===== src/design/adc_regs.svh =====
`ifndef ADC_REGS_SVH
`define ADC_REGS_SVH
// i/o register addresses
`define ADC_REF_CTRL_ADDR 6'h1C
`define ADC_CTRL_ADDR 6'h20
`define ADC_CLKDIV_ADDR 6'h21
`define ADC_RESULT_ADDR 6'h22
// control register fields
`define ADC_CTRL_EN_BIT 7
`define ADC_CTRL_GO_BIT 6
`define ADC_CTRL_CH_HI 5
`define ADC_CTRL_CH_LO 2
// clock divider field
`define ADC_DIV_HI 4
`define ADC_DIV_LO 1
`define ADC_DIV_MAX 4'h7
// reference control fields
`define ADC_REF_SEL_HI 7
`define ADC_REF_SEL_LO 4
`define ADC_REF_OUT_BIT 0
// reset values
`define ADC_CH_RST 4'h0
`define ADC_DIV_RST 4'h0
`define ADC_REF_SEL_RST 4'h0
// converter clocks per conversion (one per bit plus one sample slot)
`define ADC_CONV_TICKS 4'h9
`endif


===== src/design/adc_pkg.sv =====
package adc_pkg;
  // conversion sequencer states
  typedef enum logic [1:0] {
    ADC_IDLE,
    ADC_CONV,
    ADC_DONE
  } adc_state_t;
  // channel codes
  typedef enum logic [3:0] {
    ADC_CH_PB0 = 4'h0,
    ADC_CH_PB1 = 4'h1,
    ADC_CH_PB2 = 4'h2,
    ADC_CH_PB3 = 4'h3,
    ADC_CH_PB7 = 4'h7,
    ADC_CH_PA3 = 4'h8,
    ADC_CH_PA4 = 4'h9,
    ADC_CH_BG = 4'hF
  } adc_chan_t;
  // high reference codes
  typedef enum logic [3:0] {
    ADC_REF_VDD = 4'h0,
    ADC_REF_PB1 = 4'h1,
    ADC_REF_BG = 4'h2
  } adc_ref_t;
endpackage : adc_pkg


===== src/design/adc_clk_div.sv =====
`timescale 1ns/1ns
`default_nettype none
`include "adc_regs.svh"
// converter clock tick generator: one-cycle pulse every 2^div_sel clocks, every 128 clocks for codes above 7
module adc_clk_div (
  input wire logic core_clk,
  input wire logic rst_b,
  input wire logic [3:0] div_sel,
  input wire logic run,
  output logic tick
);
  logic [6:0] cnt_ff; // free count, cleared while idle
  logic [6:0] nxt_cnt;
  logic [6:0] limit; // terminal value for the chosen division

  // reserved codes fall back to the slowest legal rate rather than misbehave
  always_comb begin
    if (div_sel > `ADC_DIV_MAX) begin
      limit = 7'h7F;
    end else begin
      limit = 7'((8'h01 << div_sel) - 8'h01);
    end
    nxt_cnt = 7'h00;
    tick = 1'b0;
    if (run) begin
      if (cnt_ff >= limit) begin
        tick = 1'b1;
      end else begin
        nxt_cnt = cnt_ff + 7'h01;
      end
    end
  end

  // counter register
  always_ff @(posedge core_clk or negedge rst_b) begin
    if (!rst_b) begin
      cnt_ff <= 7'h00;
    end else begin
      cnt_ff <= nxt_cnt;
    end
  end
endmodule : adc_clk_div
`default_nettype wire


===== src/design/adc_sar.sv =====
`timescale 1ns/1ns
`default_nettype none
`include "adc_regs.svh"
// successive approximation engine, one bit decided per converter tick
module adc_sar (
  input wire logic core_clk,
  input wire logic rst_b,
  input wire logic start,
  input wire logic tick,
  input wire logic comp_hi,
  output logic [7:0] dac_code,
  output logic busy,
  output logic done,
  output logic [7:0] result
);
  logic [7:0] code_ff; // trial code sent to the comparator dac
  logic [7:0] nxt_code;
  logic [7:0] bit_ff; // one-hot bit under trial, zero during sample slot
  logic [7:0] nxt_bit;
  logic busy_ff;
  logic nxt_busy;
  logic sampled_ff; // sample slot already taken
  logic nxt_sampled;

  // first tick samples, next eight each decide one bit msb first
  always_comb begin
    nxt_code = code_ff;
    nxt_bit = bit_ff;
    nxt_busy = busy_ff;
    nxt_sampled = sampled_ff;
    done = 1'b0;
    if (start) begin
      nxt_code = 8'h00;
      nxt_bit = 8'h00;
      nxt_busy = 1'b1;
      nxt_sampled = 1'b0;
    end else if (busy_ff && tick) begin
      if (!sampled_ff) begin
        nxt_sampled = 1'b1;
        nxt_bit = 8'h80;
        nxt_code = 8'h80;
      end else begin
        // keep the bit if input is above the trial level
        nxt_code = comp_hi ? code_ff : (code_ff & ~bit_ff);
        nxt_bit = bit_ff >> 1;
        nxt_code = nxt_code | (bit_ff >> 1);
        if (bit_ff == 8'h01) begin
          nxt_busy = 1'b0;
          done = 1'b1;
        end
      end
    end
    result = comp_hi ? code_ff : (code_ff & ~bit_ff);
    dac_code = code_ff;
    busy = busy_ff;
  end

  // sequencer registers
  always_ff @(posedge core_clk or negedge rst_b) begin
    if (!rst_b) begin
      code_ff <= 8'h00;
      bit_ff <= 8'h00;
      busy_ff <= 1'b0;
      sampled_ff <= 1'b0;
    end else begin
      code_ff <= nxt_code;
      bit_ff <= nxt_bit;
      busy_ff <= nxt_busy;
      sampled_ff <= nxt_sampled;
    end
  end
endmodule : adc_sar
`default_nettype wire


===== src/design/adc_ctrl.sv =====
// Function
// - control bit 7 enables converter, resets 0
// - writing bit 6 while already enabled starts, clears done
// - bit 6 reads done flag
// - bits 5..2 select input channel
// - divider field picks clock divide 1..128
// - divider register cannot be read back
// - result register read-only, eight bits
// - reference bits 7..4 select high reference
// - reference bit 0 drives reference out
// - only pin 1 or band-gap routed out
`timescale 1ns/1ns
`default_nettype none
`include "adc_regs.svh"
module adc_ctrl (
  // clock and asynchronous active-low reset
  input wire logic core_clk,
  input wire logic rst_b,
  // processor i/o register port
  input wire logic [5:0] io_addr,
  input wire logic io_wr,
  input wire logic io_rd,
  input wire logic [7:0] io_wdata,
  output logic [7:0] io_rdata,
  // analog front end controls
  input wire logic comp_hi,
  output logic [7:0] dac_code,
  output logic adc_enable,
  output logic [3:0] chan_sel,
  output logic [3:0] ref_sel,
  output logic ref_out_pb1,
  output logic ref_out_bg,
  output logic adc_clk_tick
);
  // register state, each flop paired with its next value
  logic en_ff; // converter enable
  logic nxt_en;
  logic done_ff; // completion flag
  logic nxt_done;
  logic [3:0] ch_ff; // channel select
  logic [3:0] nxt_ch;
  logic [3:0] div_ff; // clock divide code, write only
  logic [3:0] nxt_div;
  logic [3:0] rsel_ff; // high reference select
  logic [3:0] nxt_rsel;
  logic rout_ff; // reference output enable
  logic nxt_rout;
  logic [7:0] res_ff; // last conversion result
  logic [7:0] nxt_res;
  logic [7:0] rdata_ff; // read data, held one cycle after the read strobe
  logic [7:0] nxt_rdata;
  // reference routing switches, one flop per source
  logic pb1_ff; // pin 1 level switched out to pin 2
  logic nxt_pb1;
  logic bg_ff; // band-gap switched out to pin 2
  logic nxt_bg;
  logic tick_ff; // converter clock pulse seen from outside
  logic nxt_tick;
  // engine side
  logic start; // accepted start pulse
  logic tick; // converter clock pulse into the engine
  logic busy; // a conversion is in flight
  logic sar_done; // last bit decided this cycle
  logic [7:0] sar_result; // result that goes with sar_done
  logic [7:0] sar_code; // trial code held in the engine's own flop
  // register port decode
  logic wr_ctrl; // write to the control register
  logic wr_div; // write to the clock divider register
  logic wr_ref; // write to the reference control register

  // one write strobe decode shared by every writable register
  function automatic logic wr_hit(
    input logic wr,
    input logic [5:0] addr,
    input logic [5:0] target
  );
    // a read on the same address never counts as a write
    return wr && (addr == target);
  endfunction : wr_hit

  // address decode for the three writable registers
  assign wr_ctrl = wr_hit(io_wr, io_addr, `ADC_CTRL_ADDR);
  assign wr_div = wr_hit(io_wr, io_addr, `ADC_CLKDIV_ADDR);
  assign wr_ref = wr_hit(io_wr, io_addr, `ADC_REF_CTRL_ADDR);
  // the result address has no write decode at all, so writes there are lost
  // a start on a disabled converter, or one enabled by the same write, is dropped
  assign start = wr_ctrl && io_wdata[`ADC_CTRL_GO_BIT] && en_ff;

  // tick generator only runs during a conversion to save power
  // limitation: a restart mid-count keeps the old count, so its first tick may come early
  adc_clk_div u_div (
    .core_clk(core_clk),
    .rst_b(rst_b),
    .div_sel(div_ff),
    .run(busy),
    .tick(tick)
  );

  // bit-decision engine
  // its trial code goes to the dac straight from its flop, with no extra stage
  adc_sar u_sar (
    .core_clk(core_clk),
    .rst_b(rst_b),
    .start(start),
    .tick(tick),
    .comp_hi(comp_hi),
    .dac_code(sar_code),
    .busy(busy),
    .done(sar_done),
    .result(sar_result)
  );

  // control register: enable and channel, written together
  always_comb begin
    nxt_en = en_ff;
    nxt_ch = ch_ff;
    if (wr_ctrl) begin
      // enable takes the written value at once; a start in the same write
      // still sees the old enable
      nxt_en = io_wdata[`ADC_CTRL_EN_BIT];
      // reserved channel codes are stored as written and switch no input
      nxt_ch = io_wdata[`ADC_CTRL_CH_HI:`ADC_CTRL_CH_LO];
      // bits 1..0 are not stored, software keeps them zero
    end
  end

  // control register flops, cleared to disabled on channel zero
  always_ff @(posedge core_clk or negedge rst_b) begin
    if (!rst_b) begin
      en_ff <= 1'b0;
      ch_ff <= `ADC_CH_RST;
    end else begin
      en_ff <= nxt_en;
      ch_ff <= nxt_ch;
    end
  end

  // clock divider register: write only, so nothing here feeds the read mux
  always_comb begin
    nxt_div = div_ff;
    if (wr_div) begin
      // reserved divide codes are stored and then act as the slowest rate
      // a new code written mid-conversion changes the tick rate at once
      nxt_div = io_wdata[`ADC_DIV_HI:`ADC_DIV_LO];
    end
  end

  // divider flops, reset to divide by one
  always_ff @(posedge core_clk or negedge rst_b) begin
    if (!rst_b) begin
      div_ff <= `ADC_DIV_RST;
    end else begin
      div_ff <= nxt_div;
    end
  end

  // reference control register: select field and output enable
  always_comb begin
    nxt_rsel = rsel_ff;
    nxt_rout = rout_ff;
    if (wr_ref) begin
      // reserved select codes are stored but route nothing to the pin
      nxt_rsel = io_wdata[`ADC_REF_SEL_HI:`ADC_REF_SEL_LO];
      // routing follows one cycle later through the switch flops
      nxt_rout = io_wdata[`ADC_REF_OUT_BIT];
      // bits 3..1 are not stored, software keeps them zero
    end
  end

  // reference control flops, reset to supply level with the pin released
  always_ff @(posedge core_clk or negedge rst_b) begin
    if (!rst_b) begin
      rsel_ff <= `ADC_REF_SEL_RST;
      rout_ff <= 1'b0;
    end else begin
      rsel_ff <= nxt_rsel;
      rout_ff <= nxt_rout;
    end
  end

  // completion flag and result; writes to the result address never reach here
  always_comb begin
    nxt_done = done_ff;
    nxt_res = res_ff;
    if (start) begin
      // a start restarts the engine, so a completion in the same cycle
      // belongs to the discarded conversion and is dropped with it
      nxt_done = 1'b0;
    end else if (sar_done) begin
      // flag and result move on the same edge, so a poll that sees the
      // flag always reads a complete result
      nxt_done = 1'b1;
      nxt_res = sar_result;
    end
    // disabling aborts nothing: a conversion in flight still finishes and
    // loads its result, only new starts are held off
  end

  // flag and result flops; the result clears to zero until a conversion lands
  always_ff @(posedge core_clk or negedge rst_b) begin
    if (!rst_b) begin
      done_ff <= 1'b0;
      res_ff <= 8'h00;
    end else begin
      done_ff <= nxt_done;
      res_ff <= nxt_res;
    end
  end

  // read mux, registered so read data is a flop output
  always_comb begin
    nxt_rdata = 8'h00;
    if (io_rd) begin
      unique case (io_addr)
        `ADC_CTRL_ADDR: begin
          // bit 6 reads the done flag, never the start request itself
          // reserved low bits read zero whatever software wrote there
          nxt_rdata = {en_ff, done_ff, ch_ff, 2'b00};
        end
        `ADC_RESULT_ADDR: begin
          // holds the last finished result until the next one lands
          nxt_rdata = res_ff;
        end
        `ADC_REF_CTRL_ADDR: begin
          // reserved bits 3..1 are not stored and read zero
          nxt_rdata = {rsel_ff, 3'b000, rout_ff};
        end
        default: begin
          // divider address reads zero since it is write only
          nxt_rdata = 8'h00;
        end
      endcase
    end
  end

  // read data flop, zero between reads so a stale value never lingers
  // the cost is one cycle of read latency, which the processor port allows
  always_ff @(posedge core_clk or negedge rst_b) begin
    if (!rst_b) begin
      rdata_ff <= 8'h00;
    end else begin
      rdata_ff <= nxt_rdata;
    end
  end

  // reference routing: at most one switch closes, chosen by the select field
  always_comb begin
    nxt_pb1 = 1'b0;
    nxt_bg = 1'b0;
    nxt_tick = tick; // outside view of the converter clock, one cycle late
    if (rout_ff) begin
      unique case (rsel_ff)
        adc_pkg::ADC_REF_PB1: begin
          nxt_pb1 = 1'b1;
        end
        adc_pkg::ADC_REF_BG: begin
          nxt_bg = 1'b1;
        end
        default: begin
          // supply level and reserved codes keep both switches open
          nxt_pb1 = 1'b0;
          nxt_bg = 1'b0;
        end
      endcase
    end
  end

  // analog control flops, one cycle after the source state
  always_ff @(posedge core_clk or negedge rst_b) begin
    if (!rst_b) begin
      pb1_ff <= 1'b0;
      bg_ff <= 1'b0;
      tick_ff <= 1'b0;
    end else begin
      pb1_ff <= nxt_pb1;
      bg_ff <= nxt_bg;
      tick_ff <= nxt_tick;
    end
  end

  // outputs straight from flops; the trial code comes from the engine's own
  // flop, so at divide by one the comparator still judges the code under trial
  // rather than the one before it
  assign io_rdata = rdata_ff;
  assign dac_code = sar_code;
  assign adc_enable = en_ff;
  assign chan_sel = ch_ff;
  assign ref_sel = rsel_ff;
  assign ref_out_pb1 = pb1_ff;
  assign ref_out_bg = bg_ff;
  assign adc_clk_tick = tick_ff;
endmodule : adc_ctrl
`default_nettype wire


===== config.mk =====
export PLATFORM = sky130hd
export DESIGN_NAME = adc_ctrl
export DESIGN_NICKNAME = d
export VERILOG_FILES = /design/src/design/adc_pkg.sv /design/src/design/adc_clk_div.sv /design/src/design/adc_sar.sv /design/src/design/adc_ctrl.sv
export VERILOG_INCLUDE_DIRS = /design/src /design/src/design
export SDC_FILE = /design/constraint.sdc
export NUM_CORES = 1
export LEC_CHECK = 0
export BUFFER_PORTS_ARGS = -buffer_cell sky130_fd_sc_hd__clkbuf_2
export CAP_MARGIN = 10
export CORE_MARGIN = 2
export CORE_UTILIZATION = 45
export DETAILED_ROUTE_END_ITERATION = 16
export GPL_TIMING_DRIVEN = 0
export PLACE_DENSITY_LB_ADDON = 0.12
export SETUP_SLACK_MARGIN = 0.02
export SLEW_MARGIN = 20
export SYNTH_ARGS = -nofsm -noshare
export SYNTH_HDL_FRONTEND = slang
export SYNTH_SLANG_ARGS = --single-unit

===== constraint.sdc =====
create_clock -name core_clk -period 4.1 [get_ports core_clk]
set_input_delay 0.82 -clock core_clk [delete_from_list [all_inputs] [get_ports core_clk]]
set_output_delay 0.82 -clock core_clk [all_outputs]
set_load 0.02 [all_outputs]

==> results of run 1 <==
[cell families (layout without fill, tap and decap cells)]
group / Yosys count / after routing
AND/OR/NAND/NOR: 71 / 71
flip-flops: 59 / 59
AO/OA/AOI/OAI: 44 / 44
multiplexers: 29 / 29
buffers and inverters: 14 / 75
adder cells (fa/ha/maj): 9 / 9
XOR/XNOR: 6 / 6
[layer usage]
layer	track usage, %	up-vias	share of wire (%)	routed length [um]
li1	-	979	-	-
met1	24.84	978	51	2853
met2	25.66	51	45	2513
met3	5.964	4	4.0	225
met4	4.918	0	0.69	39
met5	0	-	0	0
[how the worst max path moves through the flow]
stage / end / slack (ns) / cells after the start
6_report: res_ff[3]$_DFFE_PN0P_ / 0.49 / 14
5_1_grt: res_ff[7]$_DFFE_PN0P_ / 0.23 / 14
4_1_cts: res_ff[2]$_DFFE_PN0P_ / 0.48 / 14
3_5_place_dp: res_ff[3]$_DFFE_PN0P_ / 0.50 / 14
3_3_place_gp: res_ff[2]$_DFFE_PN0P_ / 0.53 / 14
2_1_floorplan: res_ff[0]$_DFFE_PN0P_ / 0.73 / 14
[cells in the mapped netlist, drive strengths merged, types with 2 or more instances]
master  instances  area [um2]
inv             6       22.52
buf             6       53.79
nand2          13       48.80
nor3            3       15.01
a31o            7       61.31
a221o           7       70.07
or4             3       26.27
ha              9       112.6
or3             2       12.51
and3            2       12.51
a21boi          9       67.56
o21ai           3       15.01
mux2           26       292.8
nor2b           6       37.54
xnor2           4       35.03
a22oi           4       30.03
nor3b           9       67.56
xor2            2       17.52
nand3           3       27.53
a21oi           6       33.78
clkbuf          2       7.510
a211oi          2       15.01
nor2           20       82.58
dfrtp          59        1476
mux2i           3       30.03
[final cells by class]
| class | instances | share of cell area [%] |
|---|---|---|
| plain buffers | 8 | 1.834 |
| flip-flops and latches | 59 | 44.16 |
| well taps | 75 | 2.807 |
| clock inverters | 2 | 1.048 |
| repair buffers | 46 | 7.410 |
| clock buffers | 13 | 4.753 |
| multi-input cells | 159 | 37.31 |
| inverters | 6 | 0.6737 |
[per-stage QoR]
stage          cells  area (um2)  setup WS [ns]
4_1_cts          368        3343         0.4756
5_1_grt          368        3343         0.2310
3_3_place_gp     352        3127         0.5304
6_report         368        3343         0.4893
3_5_place_dp     353        3149         0.4961
2_1_floorplan    232        2808         0.7328
[worst reg2reg max path: cells and delay by family (launching register included)]
kind,cells,cell delay [ns]
AO/OA/AOI/OAI,2,0.46
adder cells (fa/ha/maj),2,0.57
buffers and inverters,2,0.36
flip-flops,1,0.35
multiplexers,2,0.36
AND/OR/NAND/NOR,6,1.39
[report_power, final]
part / leakage [nW] / internal [W] / total (W) / switching, W
combinational: 0.766 / 0.000313 / 0.000679 / 0.000366
clock: 0.0995 / 0.000310 / 0.000512 / 0.000202
sequential: 0.777 / 0.000733 / 0.000852 / 0.000119
[flip-flops by register name, indices dropped and copies added, names as in the netlist]
signal            flops
adc_clk_tick          1
adc_enable            1
chan_sel              4
div_ff                4
done_ff               1
io_rdata              8
ref_out_bg            1
ref_out_pb1           1
ref_sel               4
res_ff                8
rout_ff               1
u_div.cnt_ff          7
u_sar.bit_ff          8
u_sar.busy            1
u_sar.dac_code        8
u_sar.sampled_ff      1
==> flow_summary.yaml, run 1 <==
min_path:
  hp-class: "in -> async"
final_layout:
  num_antenna_cells: 0
  synthToLayoutAreaGrowth_pct: 19.07
  fill_cells: 533
  drive_above_1_share_pct: 35.84
  final_common_cell: "dfrtp_1"
  final_cell_mix: "dfrtp_1 (59), clkbuf_2 (44), mux2_2 (26), nor2_1 (19), nand2_1 (13)"
  nets: 317
  ff_latch_area_um2: 1476
  multiInputGateArea_um2: 1247
  final_util_pct: 55.81
run_status:
  status: "completed"
synth:
  synth_seq_cells: 59
  synth_simple_gate_area_share_pct: 14.66
  synth_edf_count: 0
  synth_compound_area_share_pct: 12.39
  synth_adder_area_share_pct: 4.011
  syn_inst: 232
  syn-num-nets: 260
  yosysSeqAreaShare_pct: 52.58
  syn_area_per_cell_um2: 12.10
  synth_flop_cell: "dfrtp_1"
  yosysWarningCount: 0
  netlist_area_um2: 2808
  ys_types: 47
  synth_top_family_by_area: "simple AND/OR/NAND/NOR gates"
  synth_xor_area_share_pct: 1.872
  synthArstFlopShare_pct: 100.0
  synth.area.mux_share_pct: 11.50
worst_setup_path:
  cp_top_family: "simple AND/OR/NAND/NOR gates"
  critPathBufInv: 2
  crit_path_start: "div_ff[3]$_DFFE_PN0P_"
  crit_required_ns: 4.31
  timing.rr.end: "res_ff[3]$_DFFE_PN0P_"
  crit_type: "reg -> reg"
  ff2ff_setup_slack_ns: 0.49
  slowest_delay_ns: 0.55
  crit_arrival_ns: 3.82
  critPathLaunchType: "register"
  slowest_stage: "or4_1"
  r2r-start: "div_ff[3]$_DFFE_PN0P_"
  crit_path_cell_trace: "clkbuf_1 -> or4_1 -> ha_1 -> nor2_1 -> mux2i_1 -> nor2_1 -> nor3_1 -> ha_1 -> and4_1 -> o21ai_0 -> o221a_2 -> or3_1 -> buf_4 -> mux2_2"
  reg2reg_depth: 14
  cp-end-kind: "register"
  cp_max_fo: 10
sta:
  fin_crit_sh_pct: 88.07
  holdWs_ns: 0.4156
  maxSlewViolCount: 0
  relSlewSlack_pct: 57.47
  worst_pin_slew_ns: 0.6331
  rsz0062_at_grt: "false"
  fmax_mhz: 277.0
  period_minus_slack_ns: 3.611
  setup_violations: 0
  setup-tns-final_ns: 0
  fin_skew_ns: 0.005621
  finalHoldViolCount: 0
clock_network:
  cts_made_buffers: 9
  cts_hold_buf: 0
  cts_sinks: 59
  clkTransAtPathRegs_ns: 0.06
  cts_repair_resize_count: 0
  postCtsSetupBuffers: 0
  htree_levels: 3
  root_buffer: "clkbuf_8"
  clockBufferDepth: 2
  worstSkewPairLatency_ns: 0.32
  cts_tree: "yes"
job:
  max_cap_violations: 0
global_route:
  grt_max_degree: 39
  grt_pass1_wl_um: 9625
  antenna_found_initial: 0
  grt_pass1_vias: 1979
  grt_overflow: 0
  grtUsageTotal_pct: 17.52
detailed_routing:
  routed_wirelength_um: 5631
  dr.first_iter.drc_count: 86
  wl_per_cell_um: 15.30
  vias: 2012
  drc_errors: 0
  ant_nets: 0
  vias_per_cell: 5.467
  drtPass1Iterations: 4
power:
  power.density_nw_per_um2: 611.0
  peakVddDrop_v: 0.0003759
  total_power_w: 0.002043
  leakagePower_nw: 1.642
floorplan:
  io_pins: 47
  num_rows: 28
  chipHeight_um: 82.99
  core_um2: 5991
  die_x_um: 82.99
  start_util_pct: 46.87
  dieArea_um2: 6887
placement:
  gp_congestion: 0.7647
  io_buffers: 45
  dp_hpwl_um: 4170
No activity file was read; power rests on OpenSTA's default activity.
==> run 2, diff against run 1 <==
- BUFFER_PORTS_ARGS: -buffer_cell sky130_fd_sc_hd__clkbuf_2 -> -buffer_cell sky130_fd_sc_hd__buf_2
==> run 2 against run 1 <==
  * Via count down 0.30%
  * Clock skew grew 0.0037 ns
  * Wire length up 2.0%
  * First-iteration DRC count up 7.0%
  * Sequential power about the same
  * Combinational power hardly changed
  * Utilization down 0.17 points
  * Largest cell class unchanged
  * Highest routed layer unchanged
==> flow_summary.yaml, run 2 (synthesis results as in run 1) <==
run_status:
  status: "completed"
floorplan:
  chipHeight_um: 82.99
  num_rows: 28
  start_util_pct: 46.87
  io_pins: 47
  core_um2: 5991
  dieArea_um2: 6887
  die_x_um: 82.99
detailed_routing:
  vias_per_cell: 5.451
  ant_nets: 0
  routed_wirelength_um: 5742
  drtPass1Iterations: 4
  vias: 2006
  wl_per_cell_um: 15.60
  dr.first_iter.drc_count: 92
  drc_errors: 0
clock_network:
  cts_repair_resize_count: 0
  worstSkewPairLatency_ns: 0.33
  cts_made_buffers: 9
  htree_levels: 3
  clkTransAtPathRegs_ns: 0.07
  postCtsSetupBuffers: 0
  cts_sinks: 59
  clockBufferDepth: 2
  cts_hold_buf: 0
  root_buffer: "clkbuf_8"
  cts_tree: "yes"
sta:
  rsz0062_at_grt: "false"
  worst_pin_slew_ns: 0.7339
  period_minus_slack_ns: 3.646
  relSlewSlack_pct: 51.07
  finalHoldViolCount: 0
  fin_skew_ns: 0.009362
  fin_crit_sh_pct: 88.92
  holdWs_ns: 0.4714
  setup_violations: 0
  setup-tns-final_ns: 0
  fmax_mhz: 274.3
  maxSlewViolCount: 0
power:
  total_power_w: 0.002061
  peakVddDrop_v: 0.0003670
  leakagePower_nw: 1.653
  power.density_nw_per_um2: 618.4
worst_setup_path:
  crit_type: "reg -> reg"
  cp_max_fo: 10
  crit_arrival_ns: 3.85
  cp-end-kind: "register"
  critPathLaunchType: "register"
  crit_required_ns: 4.31
final_layout:
  stdcell_count: 368
  nets: 316
  num_antenna_cells: 0
  synthToLayoutAreaGrowth_pct: 18.72
  final_common_cell: "dfrtp_1"
  drive_above_1_share_pct: 36.18
  fill_cells: 528
  final_util_pct: 55.64
  final_cell_mix: "dfrtp_1 (59), buf_2 (45), mux2_2 (26), nor2_1 (19), nand2_1 (13)"
placement:
  dp_hpwl_um: 4112
  dp.cells: 352
  io_buffers: 45
  gp_congestion: 0.7649
job:
  max_cap_violations: 0
global_route:
  grt_overflow: 0
  grtUsageTotal_pct: 17.83
  antenna_found_initial: 0
  grt_pass1_wl_um: 9777
  grt_pass1_vias: 2041
  grt_max_degree: 60
min_path:
  hp-class: "reg -> reg"
## run 2: path summary, 6_finish.rpt
kind / startpoint / cells past startpoint / endpoint / slack [ns]
setup / recovery: div_ff[3]$_DFFE_PN0P_ / 14 / res_ff[2]$_DFFE_PN0P_ / 0.45
hold / removal: done_ff$_DFFE_PN0P_ / 2 / done_ff$_DFFE_PN0P_ / 0.47
setup reg to reg: div_ff[3]$_DFFE_PN0P_ / 14 / res_ff[2]$_DFFE_PN0P_ / 0.45
hold reg to reg: done_ff$_DFFE_PN0P_ / 2 / done_ff$_DFFE_PN0P_ / 0.47
max in group asynchronous: rst_b / 1 / chan_sel[1]$_DFFE_PN0P_ / 3.06
min in group asynchronous: rst_b / 1 / ref_out_bg$_DFF_PN0_ / 0.55
## run 2: area by class of cell
type | instances | area, um2 | share of cell area, %
timing repair buffer | 45 | 227.7 | 6.832
inverter | 6 | 22.52 | 0.6757
clock buffer | 12 | 155.1 | 4.655
buffer | 8 | 61.31 | 1.839
sequential | 59 | 1476 | 44.29
tap | 75 | 93.84 | 2.815
multi-input combinational | 159 | 1247 | 37.42
clock inverter | 4 | 48.80 | 1.464
## run 2: metrics by stage
step                      worst slack, ns  area [um2]
after floorplan                    0.7328        2808
after global placement             0.5296        3127
after CTS                          0.4459        3333
final                              0.4544        3333
after global routing               0.2170        3333
after detailed placement           0.4592        3129
## run 2: power by group
| group | internal [W] | leakage, nW | switching [W] |
|---|---|---|---|
| Clock | 0.000313 | 0.106 | 0.000219 |
| Sequential | 0.000733 | 0.777 | 0.000118 |
| Combinational | 0.000312 | 0.769 | 0.000368 |
| Total | 0.00136 | 1.65 | 0.000704 |
## run 2: layer usage
metal / track usage (%) / routed length (um) / up-vias
li1: - / - / 965
met1: 24.69 / 2737 / 967
met2: 26.61 / 2579 / 65
met3: 4.175 / 330 / 9
met4: 8.197 / 94 / 0
met5: 0 / 0 / -
## run 2: worst max-delay path, cell delays in order (launching register included)
cell	delay [ns]
dfrtp_1	0.36
clkbuf_1	0.18
or4_1	0.56
ha_1	0.26
nor2_1	0.16
mux2i_1	0.09
nor2_1	0.11
nor3_1	0.07
ha_1	0.31
and4_1	0.17
o21ai_0	0.12
o221a_2	0.36
or3_1	0.35
buf_4	0.18
mux2_2	0.27
